File: src/logic/ufc_pkg.sv
// Package for the host-side flash bus controller: register map, pin timing and states.
// Assumes a single 100 MHz clock domain and a classic Wishbone slave port.
package ufc_pkg;
   // ==========================================================
   // Device geometry
   localparam int ADDR_W = 20;
   localparam int DATA_W = 8;
   localparam int SECT_W = 4;
   // ==========================================================
   // Register offsets, byte addresses on the Wishbone bus
   localparam logic [7:0] REG_ADDR = 8'h00;
   localparam logic [7:0] REG_DATA = 8'h04;
   localparam logic [7:0] REG_CMD = 8'h08;
   localparam logic [7:0] REG_STAT = 8'h0c;
   localparam logic [7:0] REG_RDATA = 8'h10;
   // Command register field values.
   localparam logic [1:0] CMD_READ = 2'h1;
   localparam logic [1:0] CMD_WRITE = 2'h2;
   localparam logic [1:0] CMD_STBY = 2'h3;
   // Command and status bit positions.
   localparam int CMD_RST_BIT = 2;
   localparam int ST_BUSY_BIT = 0;
   localparam int ST_RYBY_BIT = 1;
   localparam int ST_STBY_BIT = 2;
   localparam int ST_POLL_BIT = 3;
   localparam int ST_TOGL_BIT = 4;
   localparam int POLL_BIT = 7;
   localparam int TOGL_BIT = 6;
   // ==========================================================
   // Pin timing, in ns and cycles at 100 MHz
   localparam int CLK_NS = 10;
   localparam int T_ACC_NS = 120;
   localparam int T_WP_NS = 50;
   localparam int T_RST_NS = 500;
   localparam int ACC_CYC = (T_ACC_NS + CLK_NS - 1) / CLK_NS;
   localparam int WP_CYC = (T_WP_NS + CLK_NS - 1) / CLK_NS;
   localparam int RST_CYC = (T_RST_NS + CLK_NS - 1) / CLK_NS;
   localparam int CNT_W = 8;
   // ==========================================================
   // Bus cycle states
   typedef enum logic [2:0] {
      UFC_IDLE = 3'h0,
      UFC_SETUP = 3'h1,
      UFC_STROBE = 3'h3,
      UFC_HOLD = 3'h2,
      UFC_RESET = 3'h6
   } ufc_state_e;
endpackage : ufc_pkg

File: src/logic/ufc_host.sv
// Host-side bus controller for a byte-wide parallel flash device.
// Assumes a Wishbone classic master and a flash wired to the pin ports.
`timescale 1ns/1ps
`default_nettype none
// How it works
// - Each command is one ordinary write cycle.
// - Short two-cycle programming is just fewer writes.
// - Standby command deselects chip until next cycle.
// - Three active-low strobes; never drive while reading.
// - Twenty address pins driven.
module ufc_host
   import ufc_pkg::*;
(
   input wire logic clock,
   input wire logic reset,
   input wire logic [7:0] wb_adr_i,
   input wire logic [31:0] wb_dat_i,
   output logic [31:0] wb_dat_o,
   input wire logic wb_we_i,
   input wire logic [3:0] wb_sel_i,
   input wire logic wb_cyc_i,
   input wire logic wb_stb_i,
   output logic wb_ack_o,
   output logic [ADDR_W-1:0] flash_addr,
   input wire logic [DATA_W-1:0] flash_dq_i,
   output logic [DATA_W-1:0] flash_dq_o,
   output logic flash_dq_oe,
   output logic chip_sel_n,
   output logic write_n,
   output logic out_en_n,
   output logic flash_reset_n,
   input wire logic ready_busy_n_out
);
   // ==========================================================
   // Software-visible registers and internal state
   logic [ADDR_W-1:0] addr_reg;
   logic [DATA_W-1:0] wdata_reg;
   logic [DATA_W-1:0] rdata_reg;
   logic [DATA_W-1:0] prev_rd_reg;
   logic toggled_reg;
   logic standby_reg;
   logic [1:0] op_reg;
   ufc_state_e state_reg;
   logic [CNT_W-1:0] cnt_reg;
   logic wb_hit;
   logic wb_commit;
   logic [CNT_W-1:0] cs_low_cnt_reg;

   function automatic logic [CNT_W-1:0] cyc_of(input int n);
      cyc_of = CNT_W'(n - 1);
   endfunction : cyc_of

   // True while a bus cycle holds chip select low on the pins.
   function automatic logic in_cycle(input ufc_state_e s);
      in_cycle = (s == UFC_SETUP || s == UFC_STROBE || s == UFC_HOLD);
   endfunction : in_cycle

   // True while the read or write strobe itself is low.
   function automatic logic in_strobe(input ufc_state_e s);
      in_strobe = (s == UFC_SETUP || s == UFC_STROBE);
   endfunction : in_strobe

   assign wb_hit = wb_cyc_i && wb_stb_i && !wb_ack_o;
   // Writes land at the edge where the master sees ack, the one edge both sides agree on.
   assign wb_commit = wb_cyc_i && wb_stb_i && wb_ack_o;

   wire busy = (state_reg != UFC_IDLE);

   always_ff @(posedge clock) begin
      if (reset) begin
         wb_ack_o <= 1'b0;
      end else begin
         wb_ack_o <= wb_hit;
      end
   end

   always_ff @(posedge clock) begin
      if (reset) begin
         addr_reg <= '0;
         wdata_reg <= '0;
      end else if (wb_commit && wb_we_i && !busy) begin
         if (wb_adr_i == REG_ADDR && wb_sel_i[0]) addr_reg[7:0] <= wb_dat_i[7:0];
         if (wb_adr_i == REG_ADDR && wb_sel_i[1]) addr_reg[15:8] <= wb_dat_i[15:8];
         if (wb_adr_i == REG_ADDR && wb_sel_i[2]) addr_reg[19:16] <= wb_dat_i[19:16];
         if (wb_adr_i == REG_DATA && wb_sel_i[0]) wdata_reg <= wb_dat_i[7:0];
      end
   end

   always_ff @(posedge clock) begin
      if (reset) begin
         wb_dat_o <= '0;
      end else begin
         case (wb_adr_i)
            REG_ADDR: wb_dat_o <= {12'h000, addr_reg};
            REG_DATA: wb_dat_o <= {24'h000000, wdata_reg};
            REG_RDATA: wb_dat_o <= {24'h000000, rdata_reg};
            REG_STAT: begin
               wb_dat_o <= '0;
               wb_dat_o[ST_BUSY_BIT] <= busy;
               wb_dat_o[ST_RYBY_BIT] <= ready_busy_n_out;
               wb_dat_o[ST_STBY_BIT] <= standby_reg;
               wb_dat_o[ST_POLL_BIT] <= rdata_reg[POLL_BIT];
               wb_dat_o[ST_TOGL_BIT] <= toggled_reg;
            end
            default: wb_dat_o <= '0;
         endcase
      end
   end

   // ==========================================================
   // Pin sequencer
   // Writes arriving while a cycle runs are acked but dropped; software polls busy first.
   wire cmd_go = wb_commit && wb_we_i && wb_sel_i[0]
                 && (wb_adr_i == REG_CMD) && !busy;

   always_ff @(posedge clock) begin
      if (reset) begin
         state_reg <= UFC_IDLE;
         cnt_reg <= '0;
         op_reg <= '0;
      end else begin
         case (state_reg)
            UFC_IDLE: begin
               if (cmd_go && wb_dat_i[CMD_RST_BIT]) begin
                  state_reg <= UFC_RESET;
                  cnt_reg <= cyc_of(RST_CYC);
               end else if (cmd_go && (wb_dat_i[1:0] == CMD_READ
                                       || wb_dat_i[1:0] == CMD_WRITE)) begin
                  state_reg <= UFC_SETUP;
                  op_reg <= wb_dat_i[1:0];
               end
            end
            UFC_SETUP: begin
               state_reg <= UFC_STROBE;
               cnt_reg <= (op_reg == CMD_READ) ? cyc_of(ACC_CYC) : cyc_of(WP_CYC);
            end
            UFC_STROBE: begin
               if (cnt_reg == '0) state_reg <= UFC_HOLD;
               else cnt_reg <= cnt_reg - 1'b1;
            end
            UFC_HOLD: state_reg <= UFC_IDLE;
            UFC_RESET: begin
               if (cnt_reg == '0) state_reg <= UFC_IDLE;
               else cnt_reg <= cnt_reg - 1'b1;
            end
            default: state_reg <= UFC_IDLE;
         endcase
      end
   end

   always_ff @(posedge clock) begin
      if (reset) begin
         standby_reg <= 1'b0;
      end else if (cmd_go && wb_dat_i[1:0] == CMD_STBY) begin
         standby_reg <= 1'b1;
      end else if (state_reg == UFC_SETUP) begin
         standby_reg <= 1'b0;
      end
   end

   // ==========================================================
   // Pin drivers
   always_ff @(posedge clock) begin
      if (reset) begin
         flash_reset_n <= 1'b1;
      end else begin
         flash_reset_n <= !(state_reg == UFC_RESET);
      end
   end

   // Address only changes on a new cycle, so the device can fall asleep in between.
   always_ff @(posedge clock) begin
      if (reset) begin
         flash_addr <= '0;
         flash_dq_o <= '0;
      end else if (state_reg == UFC_SETUP) begin
         flash_addr <= addr_reg;
         flash_dq_o <= wdata_reg;
      end
   end

   // Chip select and data outlast the write strobe by a cycle, so the latch sees clean data.
   always_ff @(posedge clock) begin
      if (reset) begin
         chip_sel_n <= 1'b1;
         write_n <= 1'b1;
         out_en_n <= 1'b1;
      end else begin
         chip_sel_n <= !in_cycle(state_reg);
         write_n <= !(in_strobe(state_reg) && op_reg == CMD_WRITE);
         out_en_n <= !(in_strobe(state_reg) && op_reg == CMD_READ);
      end
   end

   always_ff @(posedge clock) begin
      if (reset) begin
         flash_dq_oe <= 1'b0;
      end else begin
         flash_dq_oe <= in_cycle(state_reg) && op_reg == CMD_WRITE;
      end
   end

   always_ff @(posedge clock) begin
      if (reset) begin
         rdata_reg <= '0;
         prev_rd_reg <= '0;
         toggled_reg <= 1'b0;
      end else if (state_reg == UFC_HOLD && op_reg == CMD_READ) begin
         rdata_reg <= flash_dq_i;
         prev_rd_reg <= rdata_reg;
         toggled_reg <= flash_dq_i[TOGL_BIT] != rdata_reg[TOGL_BIT];
      end
   end

   // ==========================================================
   // Checks
   no_contention_a: assert property (@(posedge clock) disable iff (reset)
      !(flash_dq_oe && !out_en_n)) else $error("data driven during read");
   write_shape_a: assert property (@(posedge clock) disable iff (reset)
      !write_n |-> (!chip_sel_n && out_en_n)) else $error("bad write strobes");
   read_shape_a: assert property (@(posedge clock) disable iff (reset)
      !out_en_n |-> (!chip_sel_n && write_n)) else $error("bad read strobes");
   reset_pulse_a: assert property (@(posedge clock) disable iff (reset)
      $fell(flash_reset_n) |-> !flash_reset_n [*8]) else $error("reset pulse short");
   write_launch_a: assert property (@(posedge clock) disable iff (reset)
      (state_reg == UFC_SETUP && op_reg == CMD_WRITE) |=> (!write_n && flash_dq_o == wdata_reg))
      else $error("write not launched");
   addr_stable_a: assert property (@(posedge clock) disable iff (reset)
      (state_reg == UFC_IDLE) |=> $stable(flash_addr)) else $error("address moved idle");
   read_done_a: assert property (@(posedge clock) disable iff (reset)
      (state_reg == UFC_SETUP && op_reg == CMD_READ) |-> ##[12:16] (state_reg == UFC_IDLE))
      else $error("read cycle length");
   addr_drive_a: assert property (@(posedge clock) disable iff (reset)
      $fell(chip_sel_n) |-> (flash_addr == addr_reg)) else $error("address not driven");

   // Counts how long chip select has been low; no cycle may hold it more than two cycles past the read access.
   always_ff @(posedge clock) begin
      if (reset) begin
         cs_low_cnt_reg <= '0;
      end else if (chip_sel_n) begin
         cs_low_cnt_reg <= '0;
      end else begin
         cs_low_cnt_reg <= cs_low_cnt_reg + 1'b1;
      end
   end

   cs_len_a: assert property (@(posedge clock) disable iff (reset)
      cs_low_cnt_reg <= CNT_W'(ACC_CYC + 2)) else $error("chip select held too long");
   write_len_a: assert property (@(posedge clock) disable iff (reset)
      (state_reg == UFC_SETUP && op_reg == CMD_WRITE) |-> ##[6:8] (state_reg == UFC_IDLE))
      else $error("write cycle length");
   reset_len_a: assert property (@(posedge clock) disable iff (reset)
      (state_reg == UFC_IDLE && cmd_go && wb_dat_i[CMD_RST_BIT])
      |-> ##[50:52] (state_reg == UFC_IDLE)) else $error("reset pulse length");
   reset_quiet_a: assert property (@(posedge clock) disable iff (reset)
      !flash_reset_n |-> chip_sel_n) else $error("chip selected during reset");
   data_hold_a: assert property (@(posedge clock) disable iff (reset)
      $rose(write_n) |-> (flash_dq_oe && !chip_sel_n)) else $error("write data not held");
   dq_oe_shape_a: assert property (@(posedge clock) disable iff (reset)
      flash_dq_oe |-> (!chip_sel_n && out_en_n)) else $error("data driven outside write");
   idle_quiet_a: assert property (@(posedge clock) disable iff (reset)
      (state_reg == UFC_IDLE) |=> (write_n && out_en_n)) else $error("strobe low when idle");
   standby_idle_a: assert property (@(posedge clock) disable iff (reset)
      standby_reg |-> chip_sel_n) else $error("chip selected in standby");
   read_sample_a: assert property (@(posedge clock) disable iff (reset)
      (state_reg == UFC_HOLD && op_reg == CMD_READ) |=> (rdata_reg == $past(flash_dq_i)))
      else $error("read byte not captured");

   // ==========================================================
   // Bus handshake checks
   ack_pulse_a: assert property (@(posedge clock) disable iff (reset)
      wb_ack_o |=> !wb_ack_o) else $error("ack longer than one cycle");
   ack_answer_a: assert property (@(posedge clock) disable iff (reset)
      (wb_cyc_i && wb_stb_i && !wb_ack_o) |=> wb_ack_o) else $error("ack not given");
   busy_drop_a: assert property (@(posedge clock) disable iff (reset)
      (busy && wb_commit && wb_we_i) |=> ($stable(addr_reg) && $stable(wdata_reg)))
      else $error("register written while busy");
endmodule : ufc_host
`default_nettype wire

File: config.mk
export PLATFORM = sky130hd
export DESIGN_NAME = ufc_host
export DESIGN_NICKNAME = d
export VERILOG_FILES = /design/src/logic/ufc_pkg.sv /design/src/logic/ufc_host.sv
export SDC_FILE = /design/constraint.sdc
export NUM_CORES = 1
export LEC_CHECK = 0
export BUFFER_PORTS_ARGS = -buffer_cell sky130_fd_sc_hd__buf_2
export CAP_MARGIN = 0
export CORE_MARGIN = 4
export CORE_UTILIZATION = 45
export CTS_CLUSTER_SIZE = 25
export DETAILED_ROUTE_END_ITERATION = 10
export GPL_ROUTABILITY_DRIVEN = 0
export MAX_ROUTING_LAYER = met4
export PLACE_DENSITY_LB_ADDON = 0.3
export RECOVER_POWER = 50
export SLEW_MARGIN = 30
export SYNTH_ARGS = -nofsm -noshare
export SYNTH_HDL_FRONTEND = slang
export SYNTH_SLANG_ARGS = --single-unit
export TNS_END_PERCENT = 20
File: constraint.sdc
create_clock -name clock -period 4.6 [get_ports clock]
set_clock_uncertainty 0.05 [all_clocks]
set_input_delay 1.38 -clock clock [delete_from_list [all_inputs] [get_ports clock]]
set_output_delay 1.38 -clock clock [all_outputs]
set_load 0.01 [all_outputs]
==> summary.md, run 1 <==
The number of different library cells used by synthesis comes to 46. The run gives 0.009196 sq mm as the area of the placeable core. The via count of the first global-routing pass came out at 3298. Entering global routing, the biggest net connects 93 pins. The later-pin clock latency in the skew report was 0.36 ns. Post-CTS repair changed the size of 0 cells.

The logs give 0 for the total overflow reported by the global router and 0.002102 sq mm for the register area. The count of hold buffers inserted by post-cts repair was 0. After detailed routing, the number of vias per cell comes to 5.214. Clock-pin slew was measured on the worst setup and hold paths at 0.10 ns. The tree is rooted in a sky130_fd_sc_hd__clkbuf_8.

For the number of vias in the routed layout, the log shows 3462. The logs give 664 for the number of non-filler instances in the completed layout and 609 for the number of nets at the end of the flow. The worst register-to-register path ends at wdata_reg[7]. 124 I/O pins were placed. Clock tree synthesis inserted a total of 9 buffers. Y dimension of the die: 104.8 um. The growth of design area from synthesis to finish works out to 15.24%. The final period demand of the worst path works out to 3.331 ns. The number of core rows was 35. The cell count of the worst reg-to-reg path was 5; the number of antenna-violating nets in the routed design was 0.

The share of synthesized flip-flops with an asynchronous set or reset came out at 0. The overall die width was 104.8 um; the count of final setup violators was 0. The ratio of total power to cell area is 307.6 mW/mm^2. Data on the critical path arrives at its endpoint at 3.47 ns. During placement, the flow inserted port buffers numbering 98. Placement-stage cell area: 0.004728 sq mm.

The tools report the beginning of the worst hold path as flash_addr[6]. The number of H-tree branching levels came out at 3. The total track usage is 0.1859, and the sequential fraction of the synthesis area is 0.4981. The initial core utilization is 0.4589, and the placed instance count is 648. The final reports fail on capacitance limit, slew limit.

The largest fanout on the critical path came out at 8. Counting every sink on the clock net gives 105. The final layout contains routed wiring with a total length of 9.882 mm.

In the final routed layout, each cell accounts on average for 14.88 um. Number of antenna violations at the first check in global routing: 0. For the first-pass detailed-route iteration total, the log shows 4.

For the final routed database, the setup TNS stands at 0 ns. The share of the cycle needed by the critical path after routing works out to 0.7241. Setup slack closes at 1.269 ns. The startpoint of the most critical setup path is wb_adr_i[7].

Launch instance of the worst register-to-register path: state_reg[1]. Counting flops and latches in the post-synthesis netlist gives 105. At the placement stage, the worst setup path has a slack of 0.8899 ns. For this run, the leading register cell type out of synthesis is sky130_fd_sc_hd__dfxtp_1. The run gives 7.032 mm as the detailed placement HPWL. The logs give 0 for the number of failing hold endpoints at the final stage and 0.004863 sq mm for the post-layout instance area. In this run the deepest clock path goes through 2 buffers. After technology mapping, the gate count stands at 464.

The number of violations of the max-capacitance limit is 1, and the count of flip-flops with a built-in enable after synthesis is 0. The critical path is of the in2reg type. Summed over all cells, the static leakage comes to 2.034 nW. The hold path depth was 2; the highest attainable clock frequency was 0.3002 GHz. The tools report the sort of element at the end of the critical path as a flip-flop. The wire length of the first global-routing pass is 16.14 mm. The filler cell count was 889; the residual DRC count was 0.

The die covers 0.01099 sq mm. Proportion of layout cells with a drive suffix above 1: 0.1790. The tools report the required time of the worst setup path as 4.74 ns. The worst-case IR drop observed on VDD is 0.1495 mV.

The worst hold path belongs to the class reg2reg. Detailed router's first-iteration violation count: 123. After synthesis, the mean cell area works out to 9.095 sq um. The run finished, with violations left. Setup repair after global routing left no endpoint under its margin. The element type at the critical path start was a primary input. 0 antenna diodes ended up in the layout.

TritonCTS built the clock tree. The run gives 0.004220 sq mm as the area of the mapped netlist. The multi-input combinational cells in the finished layout cover a total of 0.001959 sq mm.

Minimum setup slack among reg-to-reg paths: 2.13 ns. For the pin with the worst max-slew slack, the measured transition is 1.839 ns. Total count of max-transition violations in the final report: 93. The destination of the worst hold path was flash_addr[6]. The tools report the worst slew margin relative to its limit as -0.2260. Buffers added to address setup during post-CTS repair amount to 0. The number of warnings reported in the yosys synthesis log is 0.
## kinds of logic (layout without fill, tap and decap cells)
logic type	Yosys count	in the layout	synth area share
AO/OA/AOI/OAI	74	74	0.1079
XOR/XNOR	2	2	0.004151
adder cells (fa/ha/maj)	3	3	0.008895
buffers and inverters	43	121	0.04951
flip-flops	105	105	0.4981
multiplexers	51	51	0.1248
other	1	12	0.0008886
AND/OR/NAND/NOR	185	185	0.2057
## cells in the final DEF, fill, tap and decap left out, types with 10 or more instances in the layout
cell and instances:
sky130_fd_sc_hd__buf_2 59, sky130_fd_sc_hd__a21oi_1 41, sky130_fd_sc_hd__and2_1 14, sky130_fd_sc_hd__clkbuf_8 10, sky130_fd_sc_hd__conb_1 12, sky130_fd_sc_hd__clkbuf_1 39
sky130_fd_sc_hd__nand2_1 67, sky130_fd_sc_hd__nor2_1 60, sky130_fd_sc_hd__dfxtp_1 105, sky130_fd_sc_hd__mux2i_1 38, sky130_fd_sc_hd__mux2_2 13
## cell type report
class | instances | area share
Clock buffer | 10 | 0.02830
Clock inverter | 6 | 0.01003
Inverter | 4 | 0.003087
Multi-Input combinational cell | 327 | 0.4029
Sequential cell | 105 | 0.4322
Tap cell | 111 | 0.02856
Timing Repair Buffer | 101 | 0.09493
## per-layer routing
layer	wire [um]	vias to the layer above	part of all wire	global-route usage
met2	4919	99	0.50	0.3016
met5	0	-	0	-
met3	531	5	0.054	0.04324
met4	66	0	0.0067	0.04499
met1	4364	1631	0.44	0.2360
li1	-	1727	-	-
## through the flow
stage	power (W)	util	hold WS [ns]
after floorplan	0.0009656	-	0.3899
after global placement	0.0009851	0.5142	0.3930
after detailed placement	0.0009857	0.5142	0.3944
after CTS	0.001513	0.5344	0.4080
after global routing	0.001555	0.5288	0.4315
final	0.001496	0.5288	0.4084
## worst max path at each step
stage                     cells after the start           end  slack, ns
after global routing                          6   addr_reg[9]       1.07
after CTS                                     6  wdata_reg[7]       1.29
after global placement                        6  wdata_reg[5]       0.94
after detailed placement                      6  wdata_reg[7]       0.89
final                                         6  wdata_reg[7]       1.27
after floorplan                               6    cnt_reg[4]       1.41
## cell usage after synthesis, types with 3 or more instances
master	instances	area, sq um
sky130_fd_sc_hd__buf_4	12	90.09
sky130_fd_sc_hd__and2_1	14	87.58
sky130_fd_sc_hd__o22ai_1	3	18.77
sky130_fd_sc_hd__dfxtp_1	105	2102
sky130_fd_sc_hd__ha_1	3	37.54
sky130_fd_sc_hd__or3_1	4	25.02
sky130_fd_sc_hd__o21ai_0	3	15.01
sky130_fd_sc_hd__a31oi_1	3	18.77
sky130_fd_sc_hd__nor3_1	9	45.04
sky130_fd_sc_hd__a21oi_1	41	205.2
sky130_fd_sc_hd__inv_1	4	15.01
sky130_fd_sc_hd__nand2_1	67	251.5
sky130_fd_sc_hd__nand2b_1	7	43.79
sky130_fd_sc_hd__o31ai_1	3	22.52
sky130_fd_sc_hd__mux2i_1	38	380.4
sky130_fd_sc_hd__nand3_1	7	35.03
sky130_fd_sc_hd__a22oi_1	9	67.56
sky130_fd_sc_hd__mux2_2	13	146.4
sky130_fd_sc_hd__nor2_1	61	229.0
sky130_fd_sc_hd__clkbuf_1	25	93.84
## report_power, final
group | internal (W) | switching [W] | leakage, nW
combinational | 0.0000199 | 0.0000359 | 1.10
clock | 0.000218 | 0.000313 | 0.0912
sequential | 0.000909 | 0.000000316 | 0.845
total | 0.00115 | 0.000349 | 2.03
## critical path, stage by stage
cell                      delay [ns]
sky130_fd_sc_hd__buf_2          0.09
sky130_fd_sc_hd__or3_1          0.51
sky130_fd_sc_hd__nor4_1         0.51
sky130_fd_sc_hd__and4b_1        0.64
sky130_fd_sc_hd__mux2i_1        0.28
sky130_fd_sc_hd__nor2_1         0.05
(Power assumes the default switching activity.)
==> run 2: changes to the inputs <==
==> constraint.sdc (replaced) <==
create_clock -name clock -period 3.4 [get_ports clock]
set_clock_uncertainty 0.05 [all_clocks]
set_input_delay 1.02 -clock clock [delete_from_list [all_inputs] [get_ports clock]]
set_output_delay 1.02 -clock clock [all_outputs]
set_load 0.01 [all_outputs]
==> run 2 against run 1 <==
Net effect:
- die area did not move
- clock power rose by 38%
- largest power group unchanged
- critical path depth is 2 lower
- global-route usage is essentially flat
- the run still ends with capacitance limit, slew limit left
- sequential power increased by 35%
- utilization up 0.19 points
- hold slack about the same
- via count up 0.58%
- routed wire length increased by 1.2%
- register-to-register slack worse by 1.1 ns
- critical endpoint is now wb_dat_o[12]
- sequential share of layout area decreased by 0.16 points
- setup slack worse by 0.81 ns
==> summary.md, run 2 (same netlist as run 1, synthesis figures left out) <==
Most common cell after layout, fill and taps aside: sky130_fd_sc_hd__dfxtp_1 (unchanged). Ratio of total power to cell area: 417.6 mW/mm^2 (was 307.6 mW/mm^2). The run gives 35 (unchanged) as the number of core rows. The logs give 124 (unchanged) for the number of top-level design ports and 9 (unchanged) for the number of buffers created by CTS. The logs give 3.62 ns (was 4.74 ns) for the required time of the worst setup path and 10.00 mm (was 9.882 mm) for the wire length after detailed routing.

For the wire length of the first global-routing pass, the log shows 16.17 mm (was 16.14 mm). The logs give 3274 (was 3298) for the via count of the first global-routing pass and 0.603 (was 0.608) for the sequential fraction of design power. Combinational group share of total power: 0.038 (was 0.037). Setup repair after global routing left no endpoint under its margin.

The run gives 49 (was 93) as the largest net degree at the start of global routing. The logs give 0 (unchanged) for the count of final setup violators and 105 (unchanged) for the count of clock tree sinks. The largest fanout on the critical path was 48 (was 8).

The class of the most critical hold timing path is reg2reg (unchanged). The logs give 0.002102 sq mm (unchanged) for the register area and 49 (was 93) for the total count of max-transition violations in the final report. Violated checks: capacitance limit, slew limit (unchanged).

Top library cells by usage in the layout, fill and taps aside: 105 x sky130_fd_sc_hd__dfxtp_1, 67 x sky130_fd_sc_hd__nand2_1, 60 x sky130_fd_sc_hd__nor2_1, 55 x sky130_fd_sc_hd__clkbuf_1, 43 x sky130_fd_sc_hd__buf_2 (was 105 x sky130_fd_sc_hd__dfxtp_1, 67 x sky130_fd_sc_hd__nand2_1, 60 x sky130_fd_sc_hd__nor2_1, 59 x sky130_fd_sc_hd__buf_2, 41 x sky130_fd_sc_hd__a21oi_1). The clock network fraction of total power is 0.359 (was 0.355). The run gives 0 ns (unchanged) as the sum of negative setup slack. The clock root buffer master is sky130_fd_sc_hd__clkbuf_8 (unchanged). The beginning of the worst hold path is flash_addr[17] (was flash_addr[6]). The peak supply drop is 0.2169 mV (was 0.1495 mV), and the initial core utilization is 0.4589 (unchanged).

The detailed placement HPWL is 7.157 mm (was 7.032 mm). The share of the cycle needed by the critical path after routing was 0.8651. Type of the worst setup path: in2reg (unchanged). The static leakage is 1.995 nW (was 2.034 nW), and the y dimension of the die is 104.8 um (unchanged). The run gives 0 (unchanged) as the number of diodes. The proportion of layout cells with a drive suffix above 1 is 0.1574 (was 0.1790), and the count of hold buffers inserted by post-cts repair is 0 (unchanged). The element type at the critical path start is a primary input (unchanged).

The cell count of the worst reg-to-reg path works out to 5 (unchanged). The slew at the pin closest to its max-slew limit works out to 2.087 ns (was 1.839 ns). The clock input transition at the sequential cells of the worst setup and hold paths was 0.11 ns (was 0.10 ns); the area of the placeable core was 0.009196 sq mm (unchanged). The hold path depth is 2 (unchanged), and the number of violations of the max-capacitance limit is 1 (unchanged). Cell-internal power: 0.001538 W (was 0.001147 W). The tools report the sort of element at the end of the critical path as a flip-flop (unchanged). For the number of buffers on the longest clock path, the log shows 2 (unchanged). The flow ran to the end, but the final reports show violations. The average detailed-routed wire length per instance is 14.93 um (was 14.88 um), and the detailed router's first-iteration violation count is 157 (was 123). The number of resized instances in the post-cts repair step was 0 (unchanged). The number of vias per cell works out to 5.197 (was 5.214). The logs give 4 (unchanged) for the first-pass detailed-route iteration total and 3 (unchanged) for the number of H-tree branching levels.

The switching power as a share of total power works out to 0.2454 (was 0.2334). Destination of the worst hold path: flash_addr[17] (was flash_addr[6]). The number of nets at the end of the flow came out at 615 (was 609).

The residual DRC count was 0 (unchanged). The launch instance of the worst register-to-register path was state_reg[1] (unchanged). The growth of design area from synthesis to finish works out to 15.65% (was 15.24%). The count of input and output buffers works out to 98 (unchanged). The tools report the die area as 0.01099 sq mm (unchanged). The filler cell count came out at 878 (was 889).

The worst slew margin relative to its limit is -0.3912 (was -0.2260). The endpoint of the worst register-to-register path was addr_reg[12] (was wdata_reg[7]). The minimum setup slack among reg-to-reg paths was 0.99 ns (was 2.13 ns); the number of antenna-violating nets in the routed design was 0 (unchanged). Derived from the worst setup path, the maximum achievable clock frequency is 0.3400 GHz.

The final period demand of the worst path was 2.941 ns. The startpoint of the most critical setup path is reset (was wb_adr_i[7]). The later-pin clock latency in the skew report is 0.37 ns (was 0.36 ns). For the number of antenna violations at the first check in global routing, the log shows 0 (unchanged). The number of setup buffers added after CTS was 0 (unchanged); the total overflow reported by the global router was 0 (unchanged). The worst hold margin is 0.4087 ns (was 0.4084 ns). The area of the multi-input gates was 0.001953 sq mm (was 0.001959 sq mm). The overall die width was 104.8 um (unchanged). The tools report the data arrival time of the critical path as 3.16 ns (was 3.47 ns). Number of vias in the routed layout: 3482 (was 3462). Switching component of the power: 0.0005003 W (was 0.0003491 W). The number of failing hold endpoints at the final stage was 0 (unchanged); the post-layout total power was 0.002039 W (was 0.001496 W).

TritonCTS built the clock tree. For the total track usage, the log shows 0.1855 (was 0.1859).
[run 2: metal layers]
| layer | up-vias | share of wire | global-route usage |
|---|---|---|---|
| met5 | - | 0 | - |
| met4 | 0 | 0.018 | 0.06373 |
| met3 | 12 | 0.056 | 0.03212 |
| met2 | 100 | 0.49 | 0.3057 |
| met1 | 1631 | 0.44 | 0.2305 |
| li1 | 1739 | - | - |
[run 2: through the flow]
stage	instances	setup slack, ns	cell area (sq um)	utilization
detailed placement	654	0.1356	4773	0.5190
finish	670	0.4586	4881	0.5307
CTS	670	0.5421	4959	0.5392
global placement	654	0.2668	4773	0.5190
global route	670	0.2141	4881	0.5307
floorplan	475	0.5676	4262	-
[run 2: area by class of cell]
cell class,count,share of cell area
clock buffers,9,0.02538
inverters,4,0.003076
repair buffers,107,0.09972
multi-input cells,327,0.4002
well taps,111,0.02845
clock inverters,7,0.01256
flip-flops and latches,105,0.4307
[run 2: power by group through the flow]
| stage | combinational, W | sequential (W) | clock (W) |
|---|---|---|---|
| finish | 0.0000772 | 0.00123 | 0.000731 |
| global route | 0.0000846 | 0.00123 | 0.000800 |
| CTS | 0.0000772 | 0.00123 | 0.000749 |
| detailed placement | 0.0000769 | 0.00126 | 0 |
| global placement | 0.0000762 | 0.00126 | 0 |
| floorplan | 0.0000478 | 0.00126 | 0 |
[run 2: worst max path at each step]
stage / slack [ns] / cells past startpoint / endpoint
detailed placement: 0.14 / 6 / addr_reg[12]
CTS: 0.54 / 6 / addr_reg[12]
finish: 0.46 / 4 / wb_dat_o[12]
global route: 0.21 / 4 / wb_dat_o[12]
floorplan: 0.57 / 6 / cnt_reg[4]
global placement: 0.27 / 6 / addr_reg[15]
[run 2: worst max-delay path, stage by stage]
cell	delay, ns
sky130_fd_sc_hd__clkbuf_1	1.47
sky130_fd_sc_hd__nor4b_1	0.15
sky130_fd_sc_hd__clkbuf_2	0.30
sky130_fd_sc_hd__and2_1	0.21
